<file path="config.mk">
export PLATFORM = sky130hd
export DESIGN_NAME = pca_pwm_cycle_config
export DESIGN_NICKNAME = d
export VERILOG_FILES = /design/src/pwm_cycle_pkg.sv /design/src/pca_pwm_cycle_config.sv
export VERILOG_INCLUDE_DIRS = /design/src
export SDC_FILE = /design/constraint.sdc
export NUM_CORES = 1
export LEC_CHECK = 0
export BUFFER_PORTS_ARGS = -buffer_cell sky130_fd_sc_hd__buf_2
export CORE_UTILIZATION = 37
export DETAILED_ROUTE_END_ITERATION = 16
export PLACE_DENSITY = 0.92
export SETUP_SLACK_MARGIN = 0.3
export SYNTH_ARGS = -nofsm -noshare
export SYNTH_HDL_FRONTEND = slang
export SYNTH_SLANG_ARGS = --single-unit
</file>
<file path="constraint.sdc">
create_clock -name i_clk -period 2.5 [get_ports i_clk]
set_clock_uncertainty 0.2 [all_clocks]
set_input_delay 0 -clock i_clk [delete_from_list [all_inputs] [get_ports i_clk]]
set_output_delay 0 -clock i_clk [all_outputs]
set_load 0.02 [all_outputs]
</file>
<file path="src/pwm_cycle_defs.svh">
// Offsets, field positions and reset values of the PWM cycle register
`ifndef PWM_CYCLE_DEFS_SVH
`define PWM_CYCLE_DEFS_SVH
`define PWM_CYCLE_CFG_ADDR 8'hDF
`define PWM_CYCLE_CFG_RESET 8'h00
`define RELOAD_BANK_SELECT_BIT 7
`define CYCLE_OVF_IRQ_EN_BIT 6
`define CYCLE_OVF_FLAG_BIT 5
`define CYCLE_LEN_MSB 1
`define CYCLE_LEN_LSB 0
`define CYCLE_WRITE_MASK 8'hE3
`endif

</file>
<file path="src/pwm_cycle_pkg.sv">
// Types shared by the PWM cycle configuration block
package pwm_cycle_pkg;
  typedef enum logic [1:0] {
    LEN_8BIT,
    LEN_9BIT,
    LEN_10BIT,
    LEN_11BIT
  } cycle_length_type;

  // Register bus request from the CPU special-function-register space
  typedef struct packed {
    logic wr;
    logic rd;
    logic [7:0] addr;
    logic [7:0] wdata;
  } sfr_req_type;

  // Decoded configuration fields
  typedef struct packed {
    logic reload_bank_select;
    logic cycle_overflow_irq_enable;
    logic cycle_overflow_flag;
    cycle_length_type cycle_length_select;
  } pwm_cfg_type;
endpackage : pwm_cycle_pkg

</file>
<file path="src/pca_pwm_cycle_config.sv">
// Shared PWM cycle length, cycle overflow flag and reload bank select
//
// How it works
// - Reload bank select high steers compare addresses to auto-reload registers.
// - Auto-reload values only feed channels running 9, 10 or 11-bit PWM.
// - Overflow interrupt requested while flag set and enable set, else none.
// - Flag set when main counter overflows at selected 8th to 11th bit.
// - Flag set by hardware or software one; only software clears it.
// - Bits 4 to 2 read zero and ignore writes.
// - Select code 00 is 8 bits, 01 is 9, 11 is 11.
// - Chosen length applies at once to all non-wide PWM channels.
// - Wide PWM channels ignore the cycle length select.
// - Wide PWM enable picks 16-bit only while channel PWM mode is on.
`timescale 1ns/10ps
`include "pwm_cycle_defs.svh"

module pca_pwm_cycle_config #(
  parameter int CHANNELS = 6
) (
  // Clock and reset
  input wire logic i_clk,
  input wire logic i_rst_b,
  // Register access
  input wire pwm_cycle_pkg::sfr_req_type i_sfr,
  output logic [7:0] o_sfr_rdata,
  output logic o_sfr_hit,
  // Main counter value
  input wire logic [15:0] i_main_array_counter,
  // Per channel mode
  input wire logic [CHANNELS-1:0] i_pwm_mode_enable,
  input wire logic [CHANNELS-1:0] i_wide_pwm_enable,
  // Channel address steering
  output logic o_access_reload_bank,
  // Per channel reload use and cycle width
  output logic [CHANNELS-1:0] o_reload_active,
  output logic [CHANNELS-1:0] o_wide_pwm_active,
  output logic [3:0] o_cycle_bits,
  output logic o_cycle_overflow_pulse,
  // Interrupt request to the counter array
  output logic o_cycle_irq
);

  ////////////////////////////////////////////////////////////////////////////
  // Configuration register

  logic [7:0] cfg_reg;
  logic [7:0] cfg_next;
  logic [15:0] cnt_prev_reg;
  logic [15:0] cnt_prev_next;
  logic cfg_write;
  logic ovf_event;
  logic [1:0] len_sel;
  logic [3:0] cycle_bits;
  logic [15:0] wrap_mask;

  assign cfg_write = i_sfr.wr && (i_sfr.addr == `PWM_CYCLE_CFG_ADDR);
  assign len_sel = cfg_reg[`CYCLE_LEN_MSB:`CYCLE_LEN_LSB];

  // Cycle width from select code
  always_comb begin
    case (pwm_cycle_pkg::cycle_length_type'(len_sel))
      pwm_cycle_pkg::LEN_8BIT: cycle_bits = 4'h8;
      pwm_cycle_pkg::LEN_9BIT: cycle_bits = 4'h9;
      pwm_cycle_pkg::LEN_10BIT: cycle_bits = 4'hA;
      default: cycle_bits = 4'hB;
    endcase
  end

  // Low counter bits that wrap at the selected cycle length
  always_comb begin
    case (pwm_cycle_pkg::cycle_length_type'(len_sel))
      pwm_cycle_pkg::LEN_8BIT: wrap_mask = 16'h00FF;
      pwm_cycle_pkg::LEN_9BIT: wrap_mask = 16'h01FF;
      pwm_cycle_pkg::LEN_10BIT: wrap_mask = 16'h03FF;
      default: wrap_mask = 16'h07FF;
    endcase
  end

  // Overflow seen when the selected low bits go from all ones to zero
  assign ovf_event = ((cnt_prev_reg & wrap_mask) == wrap_mask) &&
    ((i_main_array_counter & wrap_mask) == 16'h0000) &&
    (cnt_prev_reg != i_main_array_counter);

  // Next register value; hardware set wins over software clear
  always_comb begin
    cfg_next = cfg_reg;
    cnt_prev_next = i_main_array_counter;
    if (cfg_write) begin
      cfg_next = i_sfr.wdata & `CYCLE_WRITE_MASK;
    end
    if (ovf_event) begin
      cfg_next[`CYCLE_OVF_FLAG_BIT] = 1'b1;
    end
    cfg_next[4:2] = 3'h0;
  end

  // Register stage
  always_ff @(posedge i_clk or negedge i_rst_b) begin
    if (!i_rst_b) begin
      cfg_reg <= `PWM_CYCLE_CFG_RESET;
      cnt_prev_reg <= 16'h0000;
    end else begin
      cfg_reg <= cfg_next;
      cnt_prev_reg <= cnt_prev_next;
    end
  end

  ////////////////////////////////////////////////////////////////////////////
  // Outputs

  // Read data and hit
  always_comb begin
    o_sfr_hit = 1'b0;
    o_sfr_rdata = 8'h00;
    if (i_sfr.addr == `PWM_CYCLE_CFG_ADDR) begin
      o_sfr_hit = 1'b1;
      o_sfr_rdata = cfg_reg;
    end
  end

  // Decoded configuration outputs
  assign o_access_reload_bank = cfg_reg[`RELOAD_BANK_SELECT_BIT];
  assign o_cycle_bits = cycle_bits;
  assign o_cycle_overflow_pulse = ovf_event;
  assign o_cycle_irq = cfg_reg[`CYCLE_OVF_IRQ_EN_BIT] &&
    cfg_reg[`CYCLE_OVF_FLAG_BIT];

  // Per channel mode resolution
  always_comb begin
    for (int i = 0; i < CHANNELS; i++) begin
      o_wide_pwm_active[i] = i_pwm_mode_enable[i] &&
        i_wide_pwm_enable[i];
      o_reload_active[i] = i_pwm_mode_enable[i] &&
        !i_wide_pwm_enable[i] && (cycle_bits != 4'h8);
    end
  end
endmodule : pca_pwm_cycle_config

</file>
==> results of run 1 <==
[metal layers]
layer	wire (µm)	track usage, %	share of wire [%]
met5	0	0	0
met4	32	10.6	1.5
met3	126	2.22	5.9
met2	1230	41.9	58
met1	741	19.8	35
[cell usage in the layout, fill, tap and decap left out]
| master | instances |
|---|---|
| nor4b_1 | 2 |
| conb_1 | 5 |
| clkbuf_4 | 3 |
| nand3_1 | 1 |
| dfrtp_1 | 16 |
| inv_1 | 5 |
| mux2i_1 | 1 |
| clkbuf_8 | 1 |
| a31oi_1 | 1 |
| o31ai_1 | 1 |
| o21ai_0 | 1 |
| and2_1 | 11 |
| nand4b_1 | 2 |
| nor3b_1 | 6 |
| dlygate4sd3_1 | 18 |
| nor2_1 | 3 |
| or3_1 | 1 |
| nor3_1 | 2 |
| buf_2 | 61 |
| nand4_1 | 1 |
| mux2_4 | 4 |
| nand4b_4 | 1 |
| a21oi_1 | 1 |
[worst register-to-register path, cell delays in order (launching register included)]
cell and delay, ns:
dfrtp_1 0.44, nor2_1 0.41, a21oi_1 0.12, o31ai_1 0.22
[kinds of logic (layout without fill, tap and decap cells)]
kind of cell / count (synthesis) / count (layout) / share of synthesized area (%)
simple gates: 30 / 30 / 26.8
flops: 16 / 16 / 50.8
buf+inv: 13 / 88 / 9.52
mux: 5 / 5 / 8.89
compound gates: 4 / 4 / 3.02
other cells: 2 / 5 / 0.953
[where the power goes]
group          switching (mW)  total [mW]  internal, mW  leakage (nW)
logic                  0.0551       0.115        0.0598         0.500
registers             0.00597       0.277         0.271         0.197
clock network          0.0784       0.167        0.0886        0.0210
total                   0.139       0.559         0.420         0.718
[timing repair]
item	CTS	global route
buffers inserted	0	0
endpoints found under the hold margin	32	0
hold buffers	18	0
resized for setup	0	0
[cell usage after synthesis, drive strengths merged]
cell type and count:
nor3b 6, and2 11, conb 2, nand4 1, mux2 4, clkbuf 2, inv 5, buf 6
nand4b 3, nor4b 2, dfrtp 16, or3 1, a31oi 1, mux2i 1, nand3 1, o31ai 1
nor3 2, a21oi 1, nor2 3, o21ai 1
[stage by stage]
stage | power, mW | hold slack [ns] | worst slack, ns | utilization [%]
floorplan | 0.329 | -0.496 | 1.07 | -
global placement | 0.371 | -0.284 | 1.09 | 54.6
detailed placement | 0.375 | -0.273 | 1.02 | 54.6
CTS | 0.565 | 0.0664 | 0.684 | 65.5
global route | 0.590 | 0.0857 | 0.534 | 65.5
finish | 0.559 | 0.0670 | 0.719 | 65.5
[final cells by class]
cell class	instances	area (µm²)	area share [%]
Multi-Input combinational cell	44	324	25.0
Clock buffer	4	36.3	2.79
Sequential cell	16	400	30.8
Tap cell	27	33.8	2.60
Timing Repair Buffer	79	485	37.4
Inverter	5	18.8	1.45
[path summary, 6_finish.rpt]
path	endpoint	slack [ns]
max	o_cycle_overflow_pulse	0.72
min	o_reload_active[3]	0.07
max reg2reg	cfg_reg[5]$_DFFE_PN0P_	1.03
min reg2reg	cfg_reg[5]$_DFFE_PN0P_	0.33
max in group asynchronous	cnt_prev_reg[1]$_DFF_PN0_	0.99
min in group asynchronous	cnt_prev_reg[7]$_DFF_PN0_	0.68
==> metrics.md, run 1 <==
| Metric | Value |
|---|---|
| ANT nets after route | `0` |
| Max clock buf depth | `2` |
| H-tree depth | `1` |
| Root Driver | `clkbuf_4` |
| CP startpoint | `cfg_reg[0]$_DFFE_PN0P_` |
| VDD IR-drop max | `~0.00037 V` |
| Final net count | `197` |
| I/O Buffers | `61` |
| Final hold violation count | `0` |
| Worst-Skew Late Latency | `between 0.2 and 0.3 ns` |
| Critical path's slowest cell | `dfrtp_1` |
| Worst Reg-to-Reg Cells | `3` |
| # DRC | `0` |
| Die extent in y | `roughly 48 µm` |
| Synth unique cells | `22` |
| Pwr Density | `approximately 430 nW/µm²` |
| Hold Path Depth | `3` |
| Most area-hungry cell type in the Yosys netlist | `dfrtp_1` |
| Site row count | `16` |
| First-pass GRT wire length | `approximately 3200 µm` |
| Share of layout cells above drive strength 1 | `between 40% and 50%` |
| Delay-heaviest family, CP | `simple AND/OR/NAND/NOR gates` |
| Synth-to-layout area growth | `64.8%` |
| Max Slew Vio Count | `0` |
| Die Width | `48.2 µm` |
| CTS clk-pin slew, worst paths | `0.09 ns` |
| Crit Path Max Fanout | `7` |
| Post-synthesis sequential area ratio | `roughly half` |
| Wirelength per Cell | `between 10 and 15 µm` |
| Drt first pass iters | `2` |
| Max reg flops | `11` |
| Clock sink count | `16` |
| GP Congestion | `approximately 0.78` |
| Placed insts | `between 150 and 200` |
| Cells after synthesis | `70` |
| Vias in the first global route | `772` |
| Filler cells | `153` |
| Levels on crit path | `4` |
| Tot GR Track Use | `approximately a fifth` |
| Synth top area cells | `dfrtp_1 51%, and2_1 8.7%, mux2_4 7.6%` |
| Largest net degree at the start of global routing | `17` |
| Max_cap viols | `0` |
| Outcome | `complete, no violations` |
| Rel. slew slack | `approximately 54%` |
| Hold_sp | `i_wide_pwm_enable[3]` |
| Crit path cell chain | `nor2_1 > a21oi_1 > nor3_1 > buf_2` |
| Hpwl dp | `~1500 µm` |
| Worst r2r src | `cfg_reg[0]$_DFFE_PN0P_` |
| Routed wire length | `2130 µm` |
| Shortest period the worst path allows | `between 1.5 and 2 ns` |
| CP max stage delay | `between 0.4 and 0.5 ns` |
| GRT overflow | `0` |
| Mean Syn Cell Area | `11.3 µm²` |
| Register bit count reported by yosys | `16` |
| Initial Util | `between 30% and 40%` |
| Setup TNS Final | `0 ns` |
| CTS tree | `yes` |
| Final Cell Area | `roughly 1300 µm²` |
| Die area | `2320 µm²` |
| Placed Instance Area | `1080 µm²` |
| Static leakage | `~0.7 nW` |
| Via density | `approximately 4.5` |
| Boundary pin count | `76` |
| Synthesized area | `between 700 and 800 µm²` |
| Yosys warns | `0` |
| Core area | `1980 µm²` |
| CP bufs+invs | `1` |
| Worst slew pin tran | `around 0.7 ns` |
| Crit end category | `output pin` |
| Initial DRC count | `12` |
| Yosys top cell area share | `50.8%` |
| Fin cells | `approximately 180` |
| DR vias | `795` |
| Initial antenna violation count | `0` |
| Final Setup Violations | `0` |
| Hold Path Class | `input port to output pin` |
| Worst EP required | `approximately 2.3 ns` |
| Crit path arrival time | `between 1.5 and 2 ns` |
| RSZ-0062 raised after global routing | `no` |
| Critical Path Source Type | `flip-flop` |
| Diode count | `0` |
| CTS Buf Count | `3` |
| Setup CP Type | `flip-flop to output pin` |
| Peak Freq | `roughly 0.56 GHz` |
| Final worst-path cycle share | `a little under three quarters` |
Power figures use the tool's default switching activity.
==> inputs of run 2 (changes only) <==
- CORE_UTILIZATION: 37 -> 35
- PLACE_DENSITY: 0.92 -> 0.88
- clock period: 2.5 -> 1.78 ns (I/O delays scaled with it)
==> run 2 against run 1 <==
- the run now ends with hold timing left
- global-route usage fell by 1.0 points
- sequential power rose by 41%
- final cell count fell by 2.3%
- non-clock buffer count fell by 3
- die area rose by 5.5%
- worst setup slack got worse by 0.46 ns
- critical path type unchanged
- critical endpoint unchanged
- largest power group unchanged
==> metrics.md, run 2 (synthesis gave the netlist of run 1 again) <==
| Metric | Value |
|---|---|
| I/O Buffers | `61 (unchanged)` |
| Boundary pin count | `76 (unchanged)` |
| Share of layout cells above drive strength 1 | `56.3% (+9.0 points)` |
| RSZ-0062 raised after global routing | `yes` |
| Worst EP required | `1.58 ns (-0.72 ns)` |
| Static leakage | `0.720 nW (+0.34%)` |
| Final Cell Area | `1310 µm² (+1.2%)` |
| Diode count | `0 (unchanged)` |
| CTS tree | `yes` |
| Leading cell type in the layout, fill and taps excluded | `buf_2` |
| Switching power | `198 µW (+42%)` |
| Hold_buf cts | `12 (-6)` |
| Drt first pass iters | `4 (+2)` |
| Sequential share of power | `52.4% (+2.8 points)` |
| GP Congestion | `0.802 (+2.3%)` |
| Max reg flops | `11 (unchanged)` |
| Sw Share | `26.5% (+1.6 points)` |
| Die Width | `49.5 µm (+2.7%)` |
| Die extent in y | `49.5 µm (+2.7%)` |
| Largest net degree at the start of global routing | `17 (unchanged)` |
| Max clock buf depth | `2 (unchanged)` |
| Crit path arrival time | `1.32 ns (-0.26 ns)` |
| Peak Freq | `0.659 GHz` |
| RR Endpoint | `cfg_reg[5]$_DFFE_PN0P_` |
| CTS clk-pin slew, worst paths | `0.10 ns (about the same)` |
| Worst r2r src | `cnt_prev_reg[5]$_DFF_PN0_` |
| Total chip power | `747 µW (+34%)` |
| Hold Path Class | `input port to flip-flop` |
| CTS Buf Count | `3 (unchanged)` |
| VDD IR-drop max | `0.000498 V (+33%)` |
| Vias in the first global route | `871 (+13%)` |
| Clock sink count | `16 (unchanged)` |
| Tot GR Track Use | `19.6% (-1.0 points)` |
| Setup TNS Final | `0 ns (unchanged)` |
| Finished Core Util | `64.3% (-1.2 points)` |
| Final Setup Violations | `0 (unchanged)` |
| CP startpoint | `cfg_reg[0]$_DFFE_PN0P_` |
| Crit Path Max Fanout | `3 (-4)` |
| Routed wire length | `2160 µm (+1.5%)` |
| ANT nets after route | `0 (unchanged)` |
| Final worst-path cycle share | `85.2%` |
| Max Slew Vio Count | `0 (unchanged)` |
| H-tree depth | `1 (unchanged)` |
| Fin cells | `171 (-2.3%)` |
| Initial Util | `38.6% (-1.2 points)` |
| Die area | `2450 µm² (+5.5%)` |
| Internal power | `549 µW (+31%)` |
| Initial DRC count | `11 (-1)` |
| Worst-Skew Late Latency | `0.29 ns (about the same)` |
| Synth-to-layout area growth | `66.7%` |
| Final net count | `194 (-1.5%)` |
| DR vias | `811 (+2.0%)` |
| Most frequent cells in the layout | `60 x buf_2, 14 x dfrtp_1, 12 x dlygate4sd3_1, 11 x and2_1` |
| Hold_sp | `i_main_array_counter[4]` |
| Placed Instance Area | `1080 µm² (unchanged)` |
| Violated checks | `hold timing` |
| Final hold violation count | `7 (+7)` |
| Crit end category | `output pin` |
| First-pass GRT wire length | `3570 µm (+12%)` |
| Max_cap viols | `0 (unchanged)` |
| Core area | `2040 µm² (+3.0%)` |
| Clock share of power | `24.6% (-5.3 points)` |
| Worst setup slack after layout | `0.264 ns (-0.455 ns)` |
| Combinational power share | `23.0% (+2.5 points)` |
| Initial antenna violation count | `0 (unchanged)` |
| Setup CP Type | `flip-flop to output pin` |
| GRT overflow | `0 (unchanged)` |
| Wirelength per Cell | `12.6 µm (+3.8%)` |
| Shortest period the worst path allows | `1.52 ns` |
| Pwr Density | `568 nW/µm² (+32%)` |
| Worst Reg-to-Reg Cells | `5 (+2)` |
| Flop-to-flop setup slack | `0.48 ns (-0.55 ns)` |
| Hpwl dp | `1530 µm (-0.23%)` |
| Hold endpoint | `cnt_prev_reg[4]$_DFF_PN0_` |
| Site row count | `16 (unchanged)` |
| Critical Path Source Type | `flip-flop` |
| Hold Path Depth | `1 (-2)` |
| Root Driver | `clkbuf_4` |
| Outcome | `finished, violations left` |
| Via density | `4.74 (+4.4%)` |
| Hold_ws | `-0.343 ns (-0.410 ns)` |
| Setup WS pre-CTS | `0.344 ns (-0.671 ns)` |
| # DRC | `0 (unchanged)` |
| Placed insts | `153 (unchanged)` |
run 2: changes by cell type in the layout (fill, tap and decap cells not counted), sizes merged:
cell	change
buf	+3
clkbuf	-1
dlygate4sd3	-6
run 2: cell type report:
cell class / instances / area (µm²)
sequential: 16 / 403
multi-input combinational: 44 / 373
timing repair buffer: 76 / 463
inverter: 5 / 18.8
fill: 171 / 728
tap: 27 / 33.8
clock buffer: 3 / 22.5
run 2: worst max-delay path by stage:
stage	end	slack, ns	cells after the start
6_report	o_cycle_overflow_pulse	0.26	4
3_5_place_dp	cfg_reg[5]$_DFFE_PN0P_	0.34	3
3_3_place_gp	o_cycle_overflow_pulse	0.39	4
2_1_floorplan	o_cycle_overflow_pulse	0.35	3
4_1_cts	o_cycle_overflow_pulse	0.27	4
5_1_grt	o_cycle_overflow_pulse	0.19	5
run 2: routing by layer:
layer / global-route usage (%) / wire, µm
met5: 0 / 0
met4: 13.8 / 65
met3: 3.09 / 123
met2: 37.2 / 1220
met1: 18.9 / 748
run 2: critical path: stages (launching register included):
cell	delay, ns
dfrtp_2	0.45
nor2_4	0.15
a21oi_1	0.07
nor3_1	0.17
buf_2	0.19
run 2: what timing repair did:
action                                  CTS  global route
pin swaps                                 5             2
hold endpoints to repair                 32             7
buffers inserted                          3             0
endpoints found under the setup margin    7             7
resized for setup                         8             4
run 2: power by group through the flow:
stage               logic, mW  clock network (mW)  registers, mW
finish                  0.172               0.184          0.391
global placement        0.126                   0          0.395
global route            0.185               0.208          0.394
detailed placement      0.130                   0          0.397
floorplan              0.0666                   0          0.395
CTS                     0.169               0.187          0.390
==> inputs of run 3 (changes only) <==
- CORE_UTILIZATION: 35 -> 31
- PLACE_DENSITY: 0.88 -> 0.83
- clock period: 1.78 -> 1.3 ns (I/O delays scaled with it)
==> run 3 against run 2 <==
- the run ends with hold timing, setup timing left
- combinational power increased by 57%
- wire length increased by 13%
- clock power increased by 34%
- critical path depth unchanged
- via count increased by 3.6%
- sequential share of layout area decreased by 3.4 points
- clock-buffer cell count unchanged
- die area increased by 12%
- power increased by 41%
- worst hold slack got worse by 0.019 ns
- register-to-register slack got worse by 0.42 ns
- final cell count increased by 3.5%
==> metrics.md, run 3 (synthesis gave the netlist of run 1 again) <==
| Metric | Value |
|---|---|
| Peak Freq | `roughly 0.64 GHz` |
| First-pass GRT wire length | `3590 µm (+0.56%)` |
| Worst EP required | `1.10 ns (-0.48 ns)` |
| Clock sink count | `16 (unchanged)` |
| Worst-Skew Late Latency | `0.28 ns (about the same)` |
| Fin cells | `177 (+3.5%)` |
| Max reg flops | `11 (unchanged)` |
| Site row count | `17 (+1)` |
| Largest net degree at the start of global routing | `17 (unchanged)` |
| Switching power | `281 µW (+42%)` |
| I/O Buffers | `61 (unchanged)` |
| ANT nets after route | `0 (unchanged)` |
| Worst Reg-to-Reg Cells | `3 (-2)` |
| # DRC | `0 (unchanged)` |
| GP Congestion | `0.694 (-13%)` |
| Die Width | `52.4 µm (+6.0%)` |
| Flop-to-flop setup slack | `0.06 ns (-0.42 ns)` |
| Violated checks | `hold timing, setup timing` |
| Placed insts | `158 (+3.3%)` |
| Tot GR Track Use | `18.9% (-0.74 points)` |
| Shortest period the worst path allows | `1.56 ns` |
| Wirelength per Cell | `13.8 µm (+9.4%)` |
| Critical Path Source Type | `flip-flop` |
| Drt first pass iters | `4 (unchanged)` |
| Synth-to-layout area growth | `87.5%` |
| Max clock buf depth | `2 (unchanged)` |
| CTS clk-pin slew, worst paths | `0.08 ns (-0.02 ns)` |
| Routed wire length | `2450 µm (+13%)` |
| Worst r2r src | `cfg_reg[1]$_DFFE_PN0P_` |
| Max_cap viols | `0 (unchanged)` |
| Most frequent cells in the layout | `45 x buf_2, 15 x buf_6, 14 x dfrtp_1, 11 x buf_4, 10 x dlygate4sd3_1` |
| Hold Path Depth | `1 (unchanged)` |
| Via density | `4.75 (about the same)` |
| Crit Path Max Fanout | `3 (unchanged)` |
| Filler cells | `173 (+1.2%)` |
| Crit path arrival time | `1.36 ns (+0.04 ns)` |
| Initial antenna violation count | `0 (unchanged)` |
| Hold Path Class | `input port to flip-flop` |
| CTS tree | `yes` |
| Final hold violation count | `24 (+17)` |
| Setup CP Type | `flip-flop to output pin` |
| Internal power | `772 µW (+41%)` |
| Setup TNS Final | `-1.15 ns (-1.15 ns)` |
| Static leakage | `0.769 nW (+6.7%)` |
| Pwr Density | `713 nW/µm² (+25%)` |
| Final net count | `199 (+2.6%)` |
| Leading cell type in the layout, fill and taps excluded | `buf_2` |
| Hpwl dp | `1620 µm (+5.9%)` |
| RR Endpoint | `cfg_reg[1]$_DFFE_PN0P_` |
| Die area | `2750 µm² (+12%)` |
| Initial Util | `34.3% (-4.3 points)` |
| Hold endpoint | `cnt_prev_reg[0]$_DFF_PN0_` |
| Finished Core Util | `64.3% (about the same)` |
| DR vias | `840 (+3.6%)` |
| H-tree depth | `1 (unchanged)` |
| Hold_ws | `-0.362 ns (-0.0186 ns)` |
| GRT overflow | `0 (unchanged)` |
| Delay-heaviest family, CP | `flip-flops` |
| Diode count | `0 (unchanged)` |
| Share of layout cells above drive strength 1 | `67.8% (+12 points)` |
| RSZ-0062 raised after global routing | `yes` |
| Core area | `2300 µm² (+12%)` |
| Critical path's slowest cell | `dfrtp_2` |
| Initial DRC count | `21 (+10)` |
| CP bufs+invs | `1 (unchanged)` |
| Final Setup Violations | `8 (+8)` |
| CP max stage delay | `0.46 ns (about the same)` |
| Hold_sp | `i_main_array_counter[0]` |
| Sequential share of power | `50.9% (-1.5 points)` |
| Root Driver | `clkbuf_4` |
| Boundary pin count | `76 (unchanged)` |
| Outcome | `finished, violations left` |
| Max Slew Vio Count | `0 (unchanged)` |
| VDD IR-drop max | `0.000611 V (+23%)` |
| Crit end category | `output pin` |
| Crit path cell chain | `o21ai_1 > a31oi_2 > nor3_2 > buf_4` |
| Vias in the first global route | `880 (+1.0%)` |
| Clock share of power | `23.5% (-1.1 points)` |
| CTS Buf Count | `3 (unchanged)` |
| Final worst-path cycle share | `120%` |
| Worst setup slack after layout | `-0.256 ns (-0.519 ns)` |
| Combinational power share | `25.6% (+2.6 points)` |
| Die extent in y | `52.4 µm (+6.0%)` |
| Sw Share | `26.7% (+0.22 points)` |
-- run 3: cell types whose count changed in the layout (fill, tap and decap cells not counted), moves of 2 or more --
| cell | change |
|---|---|
| buf_4 | +8 |
| nor3_2 | +2 |
| nor3_1 | -2 |
| nor3b_1 | -2 |
| buf_6 | +15 |
| dlygate4sd3_1 | -2 |
| and2_4 | +5 |
| buf_2 | -15 |
| and2_1 | -5 |
-- run 3: metrics by stage --
step | worst slack (ns) | total power [mW] | cell area (µm²)
after detailed placement | -0.0926 | 0.738 | 1140
after global routing | -0.316 | 1.11 | 1480
after floorplan | 0.0747 | 0.639 | 827
after CTS | -0.237 | 1.04 | 1420
final | -0.256 | 1.05 | 1480
after global placement | -0.0520 | 0.730 | 1140
-- run 3: how the worst max path moves through the flow --
stage                                 from                     end  cells after the start
detailed placement               i_sfr[13]  cfg_reg[1]$_DFFE_PN0P_                      4
global placement                 i_sfr[13]  cfg_reg[0]$_DFFE_PN0P_                      4
finish              cfg_reg[0]$_DFFE_PN0P_  o_cycle_overflow_pulse                      4
global route        cfg_reg[0]$_DFFE_PN0P_  o_cycle_overflow_pulse                      4
floorplan                        i_sfr[11]  cfg_reg[0]$_DFFE_PN0P_                      4
CTS                 cfg_reg[0]$_DFFE_PN0P_  o_cycle_overflow_pulse                      4
-- run 3: cell type report --
class / instances / area [µm²] / area share (%)
Clock buffer: 3 / 22.5 / 1.52
Timing Repair Buffer: 81 / 577 / 39.0
Sequential cell: 16 / 403 / 27.3
Tap cell: 28 / 35.0 / 2.37
Inverter: 5 / 18.8 / 1.27
Multi-Input combinational cell: 44 / 422 / 28.5
-- run 3: worst reg2reg max path, delay by kind of cell, from the launching register on --
| kind | cells | cell delay, ns |
|---|---|---|
| flip-flops | 1 | 0.45 |
| multiplexers | 1 | 0.25 |
| buffers and inverters | 2 | 0.24 |
-- run 3: timing repair --
item                                    in CTS  in global routing
buffers inserted                             4                  2
gates resized for setup                     41                 10
hold endpoints to repair                    32                 17
hold buffers                                 9                  1
pin swaps                                    6                  5
endpoints found under the setup margin      22                 21
-- run 3: power groups by stage --
stage / sequential (mW) / combinational (mW) / clock, mW
after floorplan: 0.543 / 0.0961 / 0
after global placement: 0.543 / 0.187 / 0
after detailed placement: 0.544 / 0.194 / 0
after CTS: 0.535 / 0.250 / 0.252
after global routing: 0.539 / 0.289 / 0.281
final: 0.537 / 0.270 / 0.247
-- run 3: routing by layer --
| layer | up-vias | part of all wire, % | wire (µm) | global-route usage [%] |
|---|---|---|---|---|
| met2 | 50 | 57 | 1400 | 37.8 |
| li1 | 387 | - | - | - |
| met1 | 396 | 33 | 809 | 15.6 |
| met3 | 7 | 6.9 | 169 | 5.80 |
| met5 | - | 0 | 0 | 0 |
| met4 | 0 | 2.9 | 71 | 10.5 |
